## src/uhc_pkg.sv

```systemverilog
// constants shared by the usb host clock and transceiver sharing glue
package uhc_pkg;
    // register bus geometry
    localparam int ADDR_W = 8;
    localparam int DATA_W = 32;

    // register offsets (byte addresses, one word each)
    localparam logic [7:0] OFF_CTRL   = 8'h00;
    localparam logic [7:0] OFF_STATUS = 8'h04;

    // control register field positions
    localparam int CTRL_PERIPH_EN  = 0;
    localparam int CTRL_PLL_EN     = 1;
    localparam int CTRL_BIAS_EN    = 2;
    localparam int CTRL_SRC_UTMI   = 3;
    localparam int CTRL_OHCI_EN    = 4;
    localparam int CTRL_DEV_PORT   = 5;
    localparam int CTRL_DIV_LSB    = 8;
    localparam int DIV_W           = 4;
    localparam int CTRL_COUNT_LSB  = 16;
    localparam int COUNT_W         = 8;

    // status register field positions
    localparam int STAT_LOCKED     = 0;
    localparam int STAT_HS_READY   = 1;
    localparam int STAT_OHCI_RUN   = 2;
    localparam int STAT_DEV_OWNS   = 3;
    localparam int STAT_UNRECOV    = 4;
    localparam int STAT_SWITCHING  = 5;

    // reset values
    localparam logic [31:0] CTRL_RESET = 32'h0000_0000;

    // clock figures
    localparam int UTMI_PLL_MHZ    = 480;
    localparam int HS_IF_MHZ       = 30;
    localparam int OHCI_FAST_MHZ   = 48;
    localparam int OHCI_SLOW_MHZ   = 12;
    localparam int SLOW_RATIO      = 4;
    localparam logic [3:0] UTMI_DIV_SETTING = 4'h9;   // divide by ten from the utmi pll
    localparam int FS_MAX_DEVICES  = 127;

    // quiet time around a clock-source or owner switch
    localparam int CLK_PERIOD_NS   = 10;
    localparam int SWITCH_QUIET_NS = 100;
    localparam int SWITCH_QUIET_CYC =
        (SWITCH_QUIET_NS + CLK_PERIOD_NS - 1) / CLK_PERIOD_NS;
    localparam int QUIET_W = 4;

    typedef enum logic [1:0] {GATE_STOPPED, GATE_QUIET, GATE_RUN} uhc_gate_t;
endpackage

```

## src/uhc_clk_if.sv

```systemverilog
// carrier between the clock gate and the ohci divider
`timescale 1ns/10ps
`default_nettype none
interface uhc_clk_if;
    import uhc_pkg::*;
    logic             srcTick;   // one pulse per source clock period
    logic [DIV_W-1:0] divider;   // divide by divider+1
    logic             run;       // divider may produce ticks
    logic             tick48;    // fast ohci enable
    logic             tick12;    // slow ohci enable
    modport ctl (output srcTick, output divider, output run, input tick48, input tick12);
    modport gen (input srcTick, input divider, input run, output tick48, output tick12);
endinterface
`default_nettype wire

```

## src/uhc_ohci_div.sv

```systemverilog
// divider that makes the fast and slow ohci clock enables
`timescale 1ns/10ps
`default_nettype none
module uhc_ohci_div (
    // clock and reset
    input  wire logic clk_sys,
    input  wire logic reset,
    // link to the clock gate
    uhc_clk_if.gen    clk
);
    import uhc_pkg::*;

    logic [DIV_W-1:0] cnt;
    logic [1:0]       quarter;
    logic             t48;
    logic             t12;
    logic [DIV_W-1:0] next_cnt;
    logic [1:0]       next_quarter;
    logic             next_t48;
    logic             next_t12;

    // ------------------------------------------------------------
    // divide source ticks, then the fast enable by four
    // ------------------------------------------------------------
    // stopped divider holds zero so a restart begins with a full period
    always_comb begin
        next_cnt     = cnt;
        next_quarter = quarter;
        next_t48     = 1'b0;
        next_t12     = 1'b0;
        if (!clk.run) begin
            next_cnt     = '0;
            next_quarter = '0;
        end else if (clk.srcTick) begin
            if (cnt == clk.divider) begin
                next_cnt     = '0;
                next_t48     = 1'b1;
                next_quarter = quarter + 2'd1;
                next_t12     = (quarter == 2'(SLOW_RATIO - 1));
            end else begin
                next_cnt = cnt + DIV_W'(1);
            end
        end
    end

    always_ff @(posedge clk_sys) begin
        if (reset) begin
            cnt     <= '0;
            quarter <= '0;
            t48     <= 1'b0;
            t12     <= 1'b0;
        end else begin
            cnt     <= next_cnt;
            quarter <= next_quarter;
            t48     <= next_t48;
            t12     <= next_t12;
        end
    end

    assign clk.tick48 = t48;
    assign clk.tick12 = t12;
endmodule
`default_nettype wire

```

## src/uhc_clock_phy_share.sv

```systemverilog
// clock gating, ohci clock generation and shared port-a transceiver routing
//
// How it works
// - host line pins come only from host or device controller logic through transceivers, no gpio path.
// - device_port_enable set gives the shared transceiver to the device controller.
// - with it clear, host port a line outputs drive the shared transceiver.
// - host high-speed path runs only while the utmi pll is enabled and locked; device hs lines pass regardless.
// - ohci keeps running on the system pll when the utmi pll stops.
// - the transceiver's returned 30 MHz tick is the high-speed interface enable.
// - ohci 48 and 12 MHz enables come from the chosen pll through the divider.
// - the 12 MHz enable is the 48 MHz enable divided by four.
// - one interrupt line leaves the host; interrupt controller is set up first.
// - full-speed ports run half duplex at 12 Mbit/s, up to 127 devices.
// - bus-master memory errors raise a sticky unrecoverable error flag.
`timescale 1ns/10ps
`default_nettype none
module uhc_clock_phy_share (
    // clock and reset
    input  wire logic                        clk_sys,
    input  wire logic                        reset,
    // register port
    input  wire logic [uhc_pkg::ADDR_W-1:0]  regAddr,
    input  wire logic [uhc_pkg::DATA_W-1:0]  regWdata,
    input  wire logic                        regWrite,
    input  wire logic                        regRead,
    output logic      [uhc_pkg::DATA_W-1:0]  regRdata,
    // pll side
    input  wire logic                        utmiPllLockPin,
    input  wire logic                        utmiPllTick,
    input  wire logic                        systemPllTick,
    output logic                             utmiPllEnable,
    output logic                             phyBiasEnable,
    output logic      [uhc_pkg::COUNT_W-1:0] pllStartupCount,
    // clock enables toward the host controller
    input  wire logic                        phyClk30Tick,
    output logic                             hsIfTick,
    output logic                             ohci48mTick,
    output logic                             ohci12mTick,
    output logic                             hostPeriphClkEn,
    // host events
    input  wire logic                        ehciIrq,
    input  wire logic                        ohciIrq,
    input  wire logic                        hostBusError,
    output logic                             hostIrq,
    // line drivers of both controllers, {dminus, dplus}
    input  wire logic [1:0]                  hostAFsLine,
    input  wire logic [1:0]                  hostAHsLine,
    input  wire logic [1:0]                  deviceFsLine,
    input  wire logic [1:0]                  deviceHsLine,
    input  wire logic                        hostADrive,
    input  wire logic                        deviceDrive,
    // shared port-a transceiver
    output logic      [1:0]                  xcvrFsOut,
    output logic      [1:0]                  xcvrHsOut,
    output logic                             xcvrOe_n,
    output logic                             deviceOwnsPort
);
    import uhc_pkg::*;

    function automatic logic hit(input logic [ADDR_W-1:0] a, input logic [7:0] off);
        hit = (a == off);
    endfunction

    // ------------------------------------------------------------
    // registers and status
    // ------------------------------------------------------------
    logic [31:0] ctrl;
    logic        unrecov;
    logic [31:0] next_ctrl;
    logic        next_unrecov;
    logic [31:0] next_rdata;
    logic [2:0]  lockSync;
    logic        locked;
    logic        next_locked;
    logic        hsReady;
    logic        switching;
    uhc_gate_t   gate;

    logic             periphEn;
    logic             pllEn;
    logic             phy_bias_enable;
    logic             srcUtmi;
    logic             ohciEn;
    logic             devPort;
    logic [DIV_W-1:0] divSet;

    assign periphEn = ctrl[CTRL_PERIPH_EN];
    assign pllEn    = ctrl[CTRL_PLL_EN];
    assign phy_bias_enable   = ctrl[CTRL_BIAS_EN];
    assign srcUtmi  = ctrl[CTRL_SRC_UTMI];
    assign ohciEn   = ctrl[CTRL_OHCI_EN];
    assign devPort  = ctrl[CTRL_DEV_PORT];
    assign divSet   = ctrl[CTRL_DIV_LSB +: DIV_W];

    // lock changes count once the second and third stages agree
    always_comb begin
        next_locked = (lockSync[1] == lockSync[2]) ? lockSync[2] : locked;
    end

    // high-speed use needs clock, running locked pll and bias
    assign hsReady = periphEn & pllEn & locked & phy_bias_enable;

    // writes land the cycle after the strobe; reads answer one cycle later
    always_comb begin
        next_ctrl    = ctrl;
        next_unrecov = unrecov;
        next_rdata   = '0;
        if (regWrite && hit(regAddr, OFF_CTRL)) begin
            next_ctrl = regWdata;
        end
        if (regWrite && hit(regAddr, OFF_STATUS) && regWdata[STAT_UNRECOV]) begin
            next_unrecov = 1'b0;
        end
        if (hostBusError) begin
            next_unrecov = 1'b1;
        end
        if (regRead && hit(regAddr, OFF_CTRL)) begin
            next_rdata = ctrl & 32'h00FF_0F3F;
        end else if (regRead && hit(regAddr, OFF_STATUS)) begin
            next_rdata[STAT_LOCKED]    = locked;
            next_rdata[STAT_HS_READY]  = hsReady;
            next_rdata[STAT_OHCI_RUN]  = (gate == GATE_RUN);
            next_rdata[STAT_DEV_OWNS]  = deviceOwnsPort;
            next_rdata[STAT_UNRECOV]   = unrecov;
            next_rdata[STAT_SWITCHING] = switching;
        end
    end

    always_ff @(posedge clk_sys) begin
        if (reset) begin
            ctrl     <= CTRL_RESET;
            unrecov  <= 1'b0;
            regRdata <= '0;
            lockSync <= '0;
            locked   <= 1'b0;
        end else begin
            ctrl     <= next_ctrl;
            unrecov  <= next_unrecov;
            regRdata <= next_rdata;
            lockSync <= {lockSync[1:0], utmiPllLockPin};
            locked   <= next_locked;
        end
    end

    // ------------------------------------------------------------
    // ohci clock source gate
    // ------------------------------------------------------------
    // any change of source or divider stops the enables, waits, restarts
    uhc_clk_if clkLink ();
    uhc_gate_t          next_gate;
    logic [QUIET_W-1:0] gateCnt;
    logic [QUIET_W-1:0] next_gateCnt;
    logic [DIV_W:0]     cfgSeen;
    logic [DIV_W:0]     next_cfgSeen;
    logic               srcOk;
    logic               want;

    // the utmi source is usable only with its pll locked; system pll always
    assign srcOk = srcUtmi ? (pllEn & locked) : 1'b1;
    assign want  = periphEn & ohciEn & srcOk;

    always_comb begin
        next_gate    = gate;
        next_gateCnt = gateCnt;
        next_cfgSeen = {srcUtmi, divSet};
        unique case (gate)
            GATE_STOPPED: begin
                if (want) begin
                    next_gate    = GATE_QUIET;
                    next_gateCnt = '0;
                end
            end
            GATE_QUIET: begin
                if (!want || cfgSeen != {srcUtmi, divSet}) begin
                    next_gateCnt = '0;
                    if (!want) next_gate = GATE_STOPPED;
                end else if (gateCnt == QUIET_W'(SWITCH_QUIET_CYC - 1)) begin
                    next_gate = GATE_RUN;
                end else begin
                    next_gateCnt = gateCnt + QUIET_W'(1);
                end
            end
            GATE_RUN: begin
                if (!want) begin
                    next_gate = GATE_STOPPED;
                end else if (cfgSeen != {srcUtmi, divSet}) begin
                    next_gate    = GATE_QUIET;
                    next_gateCnt = '0;
                end
            end
        endcase
    end

    always_ff @(posedge clk_sys) begin
        if (reset) begin
            gate    <= GATE_STOPPED;
            gateCnt <= '0;
            cfgSeen <= '0;
        end else begin
            gate    <= next_gate;
            gateCnt <= next_gateCnt;
            cfgSeen <= next_cfgSeen;
        end
    end

    // chosen pll tick feeds the divider
    assign clkLink.srcTick = srcUtmi ? (utmiPllTick & pllEn & locked) : systemPllTick;
    assign clkLink.divider = divSet;
    assign clkLink.run     = (gate == GATE_RUN);

    uhc_ohci_div divider (
        .clk_sys (clk_sys),
        .reset   (reset),
        .clk     (clkLink)
    );

    // ------------------------------------------------------------
    // shared transceiver owner
    // ------------------------------------------------------------
    // both drivers are parked for the quiet time before the owner flips
    logic               next_owner;
    logic               next_switching;
    logic [QUIET_W-1:0] ownCnt;
    logic [QUIET_W-1:0] next_ownCnt;
    logic [1:0]         next_fs;
    logic [1:0]         next_hs;
    logic               next_oe_n;

    always_comb begin
        next_owner     = deviceOwnsPort;
        next_switching = 1'b0;
        next_ownCnt    = '0;
        if (devPort != deviceOwnsPort) begin
            next_switching = 1'b1;
            next_ownCnt    = ownCnt + QUIET_W'(1);
            if (ownCnt == QUIET_W'(SWITCH_QUIET_CYC - 1)) begin
                next_owner     = devPort;
                next_ownCnt    = '0;
            end
        end
        // only controller lines reach the pins, nothing else may drive them
        if (next_switching) begin
            next_fs   = 2'b00;
            next_hs   = 2'b00;
            next_oe_n = 1'b1;
        end else if (deviceOwnsPort) begin
            next_fs   = deviceFsLine;
            next_hs   = deviceHsLine;
            next_oe_n = ~deviceDrive;
        end else begin
            next_fs   = hostAFsLine;
            next_hs   = hostAHsLine & {2{hsReady}};
            next_oe_n = ~hostADrive;
        end
    end

    always_ff @(posedge clk_sys) begin
        if (reset) begin
            deviceOwnsPort <= 1'b0;
            switching      <= 1'b0;
            ownCnt         <= '0;
            xcvrFsOut      <= '0;
            xcvrHsOut      <= '0;
            xcvrOe_n       <= 1'b1;
        end else begin
            deviceOwnsPort <= next_owner;
            switching      <= next_switching;
            ownCnt         <= next_ownCnt;
            xcvrFsOut      <= next_fs;
            xcvrHsOut      <= next_hs;
            xcvrOe_n       <= next_oe_n;
        end
    end

    // ------------------------------------------------------------
    // clock enables and control outputs
    // ------------------------------------------------------------
    logic next_hsTick;
    logic next_irq;

    always_comb begin
        next_hsTick = phyClk30Tick & hsReady;
        next_irq    = ehciIrq | ohciIrq;
    end

    // registered copies keep every output on a flip-flop; costs one cycle
    always_ff @(posedge clk_sys) begin
        if (reset) begin
            hsIfTick        <= 1'b0;
            ohci48mTick     <= 1'b0;
            ohci12mTick     <= 1'b0;
            hostIrq         <= 1'b0;
            utmiPllEnable   <= 1'b0;
            phyBiasEnable   <= 1'b0;
            pllStartupCount <= '0;
            hostPeriphClkEn <= 1'b0;
        end else begin
            hsIfTick        <= next_hsTick;
            ohci48mTick     <= clkLink.tick48;
            ohci12mTick     <= clkLink.tick12;
            hostIrq         <= next_irq;
            utmiPllEnable   <= pllEn;
            phyBiasEnable   <= phy_bias_enable & pllEn;
            pllStartupCount <= ctrl[CTRL_COUNT_LSB +: COUNT_W];
            hostPeriphClkEn <= periphEn;
        end
    end
endmodule
`default_nettype wire

```

## config.mk

```make
export PLATFORM = sky130hd
export DESIGN_NAME = uhc_clock_phy_share
export DESIGN_NICKNAME = d
export VERILOG_FILES = /design/src/uhc_pkg.sv /design/src/uhc_clk_if.sv /design/src/uhc_ohci_div.sv /design/src/uhc_clock_phy_share.sv
export SDC_FILE = /design/constraint.sdc
export NUM_CORES = 1
export LEC_CHECK = 0
export BUFFER_PORTS_ARGS = -buffer_cell sky130_fd_sc_hd__buf_2
export CAP_MARGIN = 20
export CORE_MARGIN = 5
export CORE_UTILIZATION = 45
export DETAILED_ROUTE_END_ITERATION = 8
export PLACE_DENSITY = 0.71
export SLEW_MARGIN = 5
export SYNTH_ARGS = -nofsm -noshare
export SYNTH_HDL_FRONTEND = slang
export SYNTH_SLANG_ARGS = --single-unit
```

## constraint.sdc

```tcl
create_clock -name clk_sys -period 4.26 [get_ports clk_sys]
set_input_delay 0.426 -clock clk_sys [delete_from_list [all_inputs] [get_ports clk_sys]]
set_output_delay 0.426 -clock clk_sys [all_outputs]
set_load 0.02 [all_outputs]
```

==> impl_summary.txt <==
----------------------------------------------------
[Clock network]
  Clock latency reported for the late side of the worst-skew pair ... between 0.3 and 0.4 ns
  Total CTS buffers ... 9
  CTS sink cnt ... between 80 and 90
  CTS H-tree depth ... 3
  Buffers inserted by post-CTS timing repair ... 0
  Max Buffers Root-to-Sink ... 2
  CTS-repair resized insts ... 0
  Count of hold buffers inserted by post-cts repair ... 0
  Clock tree from TritonCTS ... yes
  Clock input transition at the sequential cells of the worst setup and hold paths ... ~0.080 ns
  CTS root buffer ... sky130_fd_sc_hd__clkbuf_8

[Logic synthesis]
  Most common library cells after synthesis ... sky130_fd_sc_hd__dfxtp_1 (86), sky130_fd_sc_hd__nor2_1 (41), sky130_fd_sc_hd__nor2b_1 (23)
  Synth top area share ... ~53%
  Area contributors post-synth ... sky130_fd_sc_hd__dfxtp_1 (53%), sky130_fd_sc_hd__mux2i_1 (6.2%), sky130_fd_sc_hd__nor2_1 (4.7%)
  Sequential cell area fraction in the yosys report ... between 50% and 60%
  Combined area of all synthesized cells ... about 0.0033 mm^2
  Async S/R FF share, synth ... 0%
  Most area-hungry cell type in the Yosys netlist ... sky130_fd_sc_hd__dfxtp_1
  Count leader, synth ... sky130_fd_sc_hd__dfxtp_1
  Number of unique standard cell types used by synthesis ... 47
  Cells after synthesis ... between 300 and 400
  Dominant synthesized flop cell ... sky130_fd_sc_hd__dfxtp_1
  Number of synthesized flops with an enable pin ... 0
  Mean area per synthesized cell ... 10.3 um^2
  Post-synthesis sequential element count ... 86
  Synthesis warning total ... 0

[Setup path]
  Launch instance of the worst register-to-register path ... ctrl[3]$_SDFFE_PP0P_
  Kind of launch point of the worst setup path ... primary input
  Register-to-register setup slack ... roughly 2.5 ns
  Data arrival time at the worst-slack endpoint ... approximately 2.1 ns
  Worst setup path endpoint ... gateCnt[0]$_SDFFE_PP0P_
  Max Fanout on Critical Path ... 54
  Worst reg2reg path endpoint ... gateCnt[0]$_SDFFE_PP0P_
  Kind of capture point of the worst setup path ... register
  Critical path data required time ... between 4 and 5 ns
  First element of the critical path ... reset
  Worst Path Class, Setup ... primary input to register
  Count of cells along the worst register-to-register path ... 4

[Drt]
  Count of vias placed by the detailed router ... ~2300
  Detailed Routing Iterations Pass 1 ... 4
  Iteration-0 DRC Markers ... between 90 and 100
  Final Routed Wirelength ... between 6 and 7 mm
  Routed wire per std cell ... between 10 and 15 um
  Detailed-route vias per instance ... about 4.7
  Count of antenna-violating nets left after detailed routing ... 0
  Post-route DRC ... 0

[Global route]
  GRT Residual Overflow ... 0
  Global-route wire length before repair ... around 10 mm
  Number of global-route vias before repair ... between 2000 and 2500
  Antenna violations before repair ... 0
  Maximum number of pins on one net before global-route repair ... 55
  Total routing usage reported by global routing ... between 10% and 20%

[Pwr]
  Reported net switching power ... 0.313 mW
  Power consumption ... around 1.5 mW
  Proportion of power drawn by combinational gates ... around 3.8%
  Internal Power ... roughly 1.2 mW
  Clk network pwr share ... between 40% and 50%
  Proportion of power drawn by flip-flops and latches ... about 55%
  Worst VDD drop ... roughly 0.20 mV
  Switching power share of the total ... a little over a fifth
  Power density normalized to cell area ... ~380 mW/mm^2
  Static leakage ... roughly 1.9 nW

[Place]
  Placer's final routability congestion estimate ... between 0.7 and 0.8
  Quantity of I/O buffers inserted on ports ... between 80 and 90
  Final HPWL DP ... 4.57 mm

[Timing]
  Final setup vio count ... 0
  Min Tclk post-route ... 1.87 ns
  Unrepaired setup endpoints after global routing ... false
  Slew @ Worst Pin ... 0.941 ns
  Final hold violation count ... 0
  Sum Neg Setup Slack ... 0 ns
  Final clock period utilization by the worst path ... between 40% and 50%
  Hold Worst Slack ... 0.285 ns
  Highest clock rate ... roughly 540 MHz
  Clock skew after layout ... ~0.0094 ns
  Slew Limit Headroom ... 37.3%
  Final number of max-transition violations ... 0

[Flow run]
  Count of maximum capacitance violations ... 0

[Floorplan]
  Overall die area ... 0.00903 mm^2
  Effective utilization at floorplan ... approximately 46%
  Cell Rows ... 31
  IO Count ... 114
  Standard cell core area ... approximately 0.0071 mm^2
  Die outline height ... 95.0 um
  Width of the die ... approximately 95 um

[Finish]
  Layout area overhead ... 19.9%
  Number of fillers in the final layout ... 685
  Nets ... about 470
  Proportion of layout cells with a drive suffix above 1 ... ~27%
  Diode count ... 0

[Run status]
  Outcome ... finished clean

[Hold path]
  Hold_sp ... ehciIrq
  Class of the worst hold path ... primary input to register

----------------------------------------------------
## through the flow
step                std cells  setup slack [ns]  utilization, %  cell area [um^2]
floorplan                 330              2.69               -              3300
global placement          489              2.06            51.6              3690
detailed placement        489              2.00            51.6              3690
CTS                       504              2.36            54.6              3900
global route              504              2.19            54.6              3900
finish                    504              2.39            54.6              3900
## power by group through the flow
stage	clock network [mW]	registers, mW	logic [mW]
floorplan	0	0.830	0.0376
global placement	0	0.828	0.0557
detailed placement	0	0.828	0.0566
CTS	0.622	0.809	0.0569
global route	0.660	0.810	0.0620
finish	0.606	0.809	0.0563
## worst max-delay path, cell delays in order
cell	delay, ns
sky130_fd_sc_hd__buf_2	0.70
sky130_fd_sc_hd__nor2_1	0.15
sky130_fd_sc_hd__and2_1	0.23
sky130_fd_sc_hd__a32oi_1	0.43
sky130_fd_sc_hd__o221ai_2	0.14
## cell type report
| class | instances | area (um^2) | share of cell area (%) |
|---|---|---|---|
| well taps | 99 | 124 | 3.18 |
| clock buffers | 10 | 128 | 3.27 |
| multi-input cells | 209 | 1370 | 35.2 |
| repair buffers | 86 | 433 | 11.1 |
| inverters | 9 | 33.8 | 0.867 |
| flip-flops and latches | 86 | 1720 | 44.2 |
| clock inverters | 5 | 83.8 | 2.15 |
## flip-flops by register name, summed over array words and instances, names as in the netlist, 2 cells and up
register and flops:
xcvrHsOut 2, regRdata 18, divider.quarter 2, gate 2, gateCnt 4, ctrl 18
divider.cnt 4, ownCnt 4, pllStartupCount 8, xcvrFsOut 2, lockSync 3, cfgSeen 5
## worst min path at each step
stage | end | depth (start not counted) | slack (ns)
final | hostIrq$_SDFF_PP0_ | 3 | 0.28
after CTS | hostIrq$_SDFF_PP0_ | 3 | 0.28
after detailed placement | ohci12mTick$_SDFF_PP0_ | 1 | 0.42
after global placement | ohci12mTick$_SDFF_PP0_ | 1 | 0.42
after floorplan | lockSync[1]$_SDFF_PP0_ | 1 | 0.41
after global routing | lockSync[0]$_SDFF_PP0_ | 2 | 0.29
## layer usage
layer / wire, um / track usage [%] / vias to the layer above
met3: 572 / 5.37 / 10
met2: 2930 / 24.5 / 75
li1: - / - / 1196
met1: 2700 / 16.7 / 1067
met4: 91 / 5.41 / 0
met5: 0 / 0 / -
## logic make-up after synthesis
logic type,synth area share (%)
adder cells (fa/ha/maj),2.31
flip-flops,52.9
multiplexers,6.16
other,0.115
AND/OR/NAND/NOR,19.7
buffers and inverters,6.31
XOR/XNOR,4.31
AO/OA/AOI/OAI,8.12
## cells in the final DEF, fill, tap and decap left out, types with 2 or more instances in the layout
cell,instances
sky130_fd_sc_hd__a21oi_1,7
sky130_fd_sc_hd__a22o_1,6
sky130_fd_sc_hd__a22oi_1,3
sky130_fd_sc_hd__and2_1,17
sky130_fd_sc_hd__buf_2,85
sky130_fd_sc_hd__bufinv_16,2
sky130_fd_sc_hd__clkbuf_8,9
sky130_fd_sc_hd__clkinvlp_4,2
sky130_fd_sc_hd__conb_1,14
sky130_fd_sc_hd__dfxtp_1,86
sky130_fd_sc_hd__ha_1,6
sky130_fd_sc_hd__inv_1,9
sky130_fd_sc_hd__mux2i_1,20
sky130_fd_sc_hd__nand2_1,10
sky130_fd_sc_hd__nand3_1,4
sky130_fd_sc_hd__nand3b_1,3
sky130_fd_sc_hd__nand4_1,3
sky130_fd_sc_hd__nor2_1,41
sky130_fd_sc_hd__nor2b_1,23
sky130_fd_sc_hd__nor3_1,3
sky130_fd_sc_hd__nor3b_1,2
sky130_fd_sc_hd__o211ai_1,2
sky130_fd_sc_hd__o21ai_0,5
sky130_fd_sc_hd__o21ai_1,3
sky130_fd_sc_hd__xnor2_1,7
sky130_fd_sc_hd__xor2_1,9
Power figures use the tool's default switching activity.
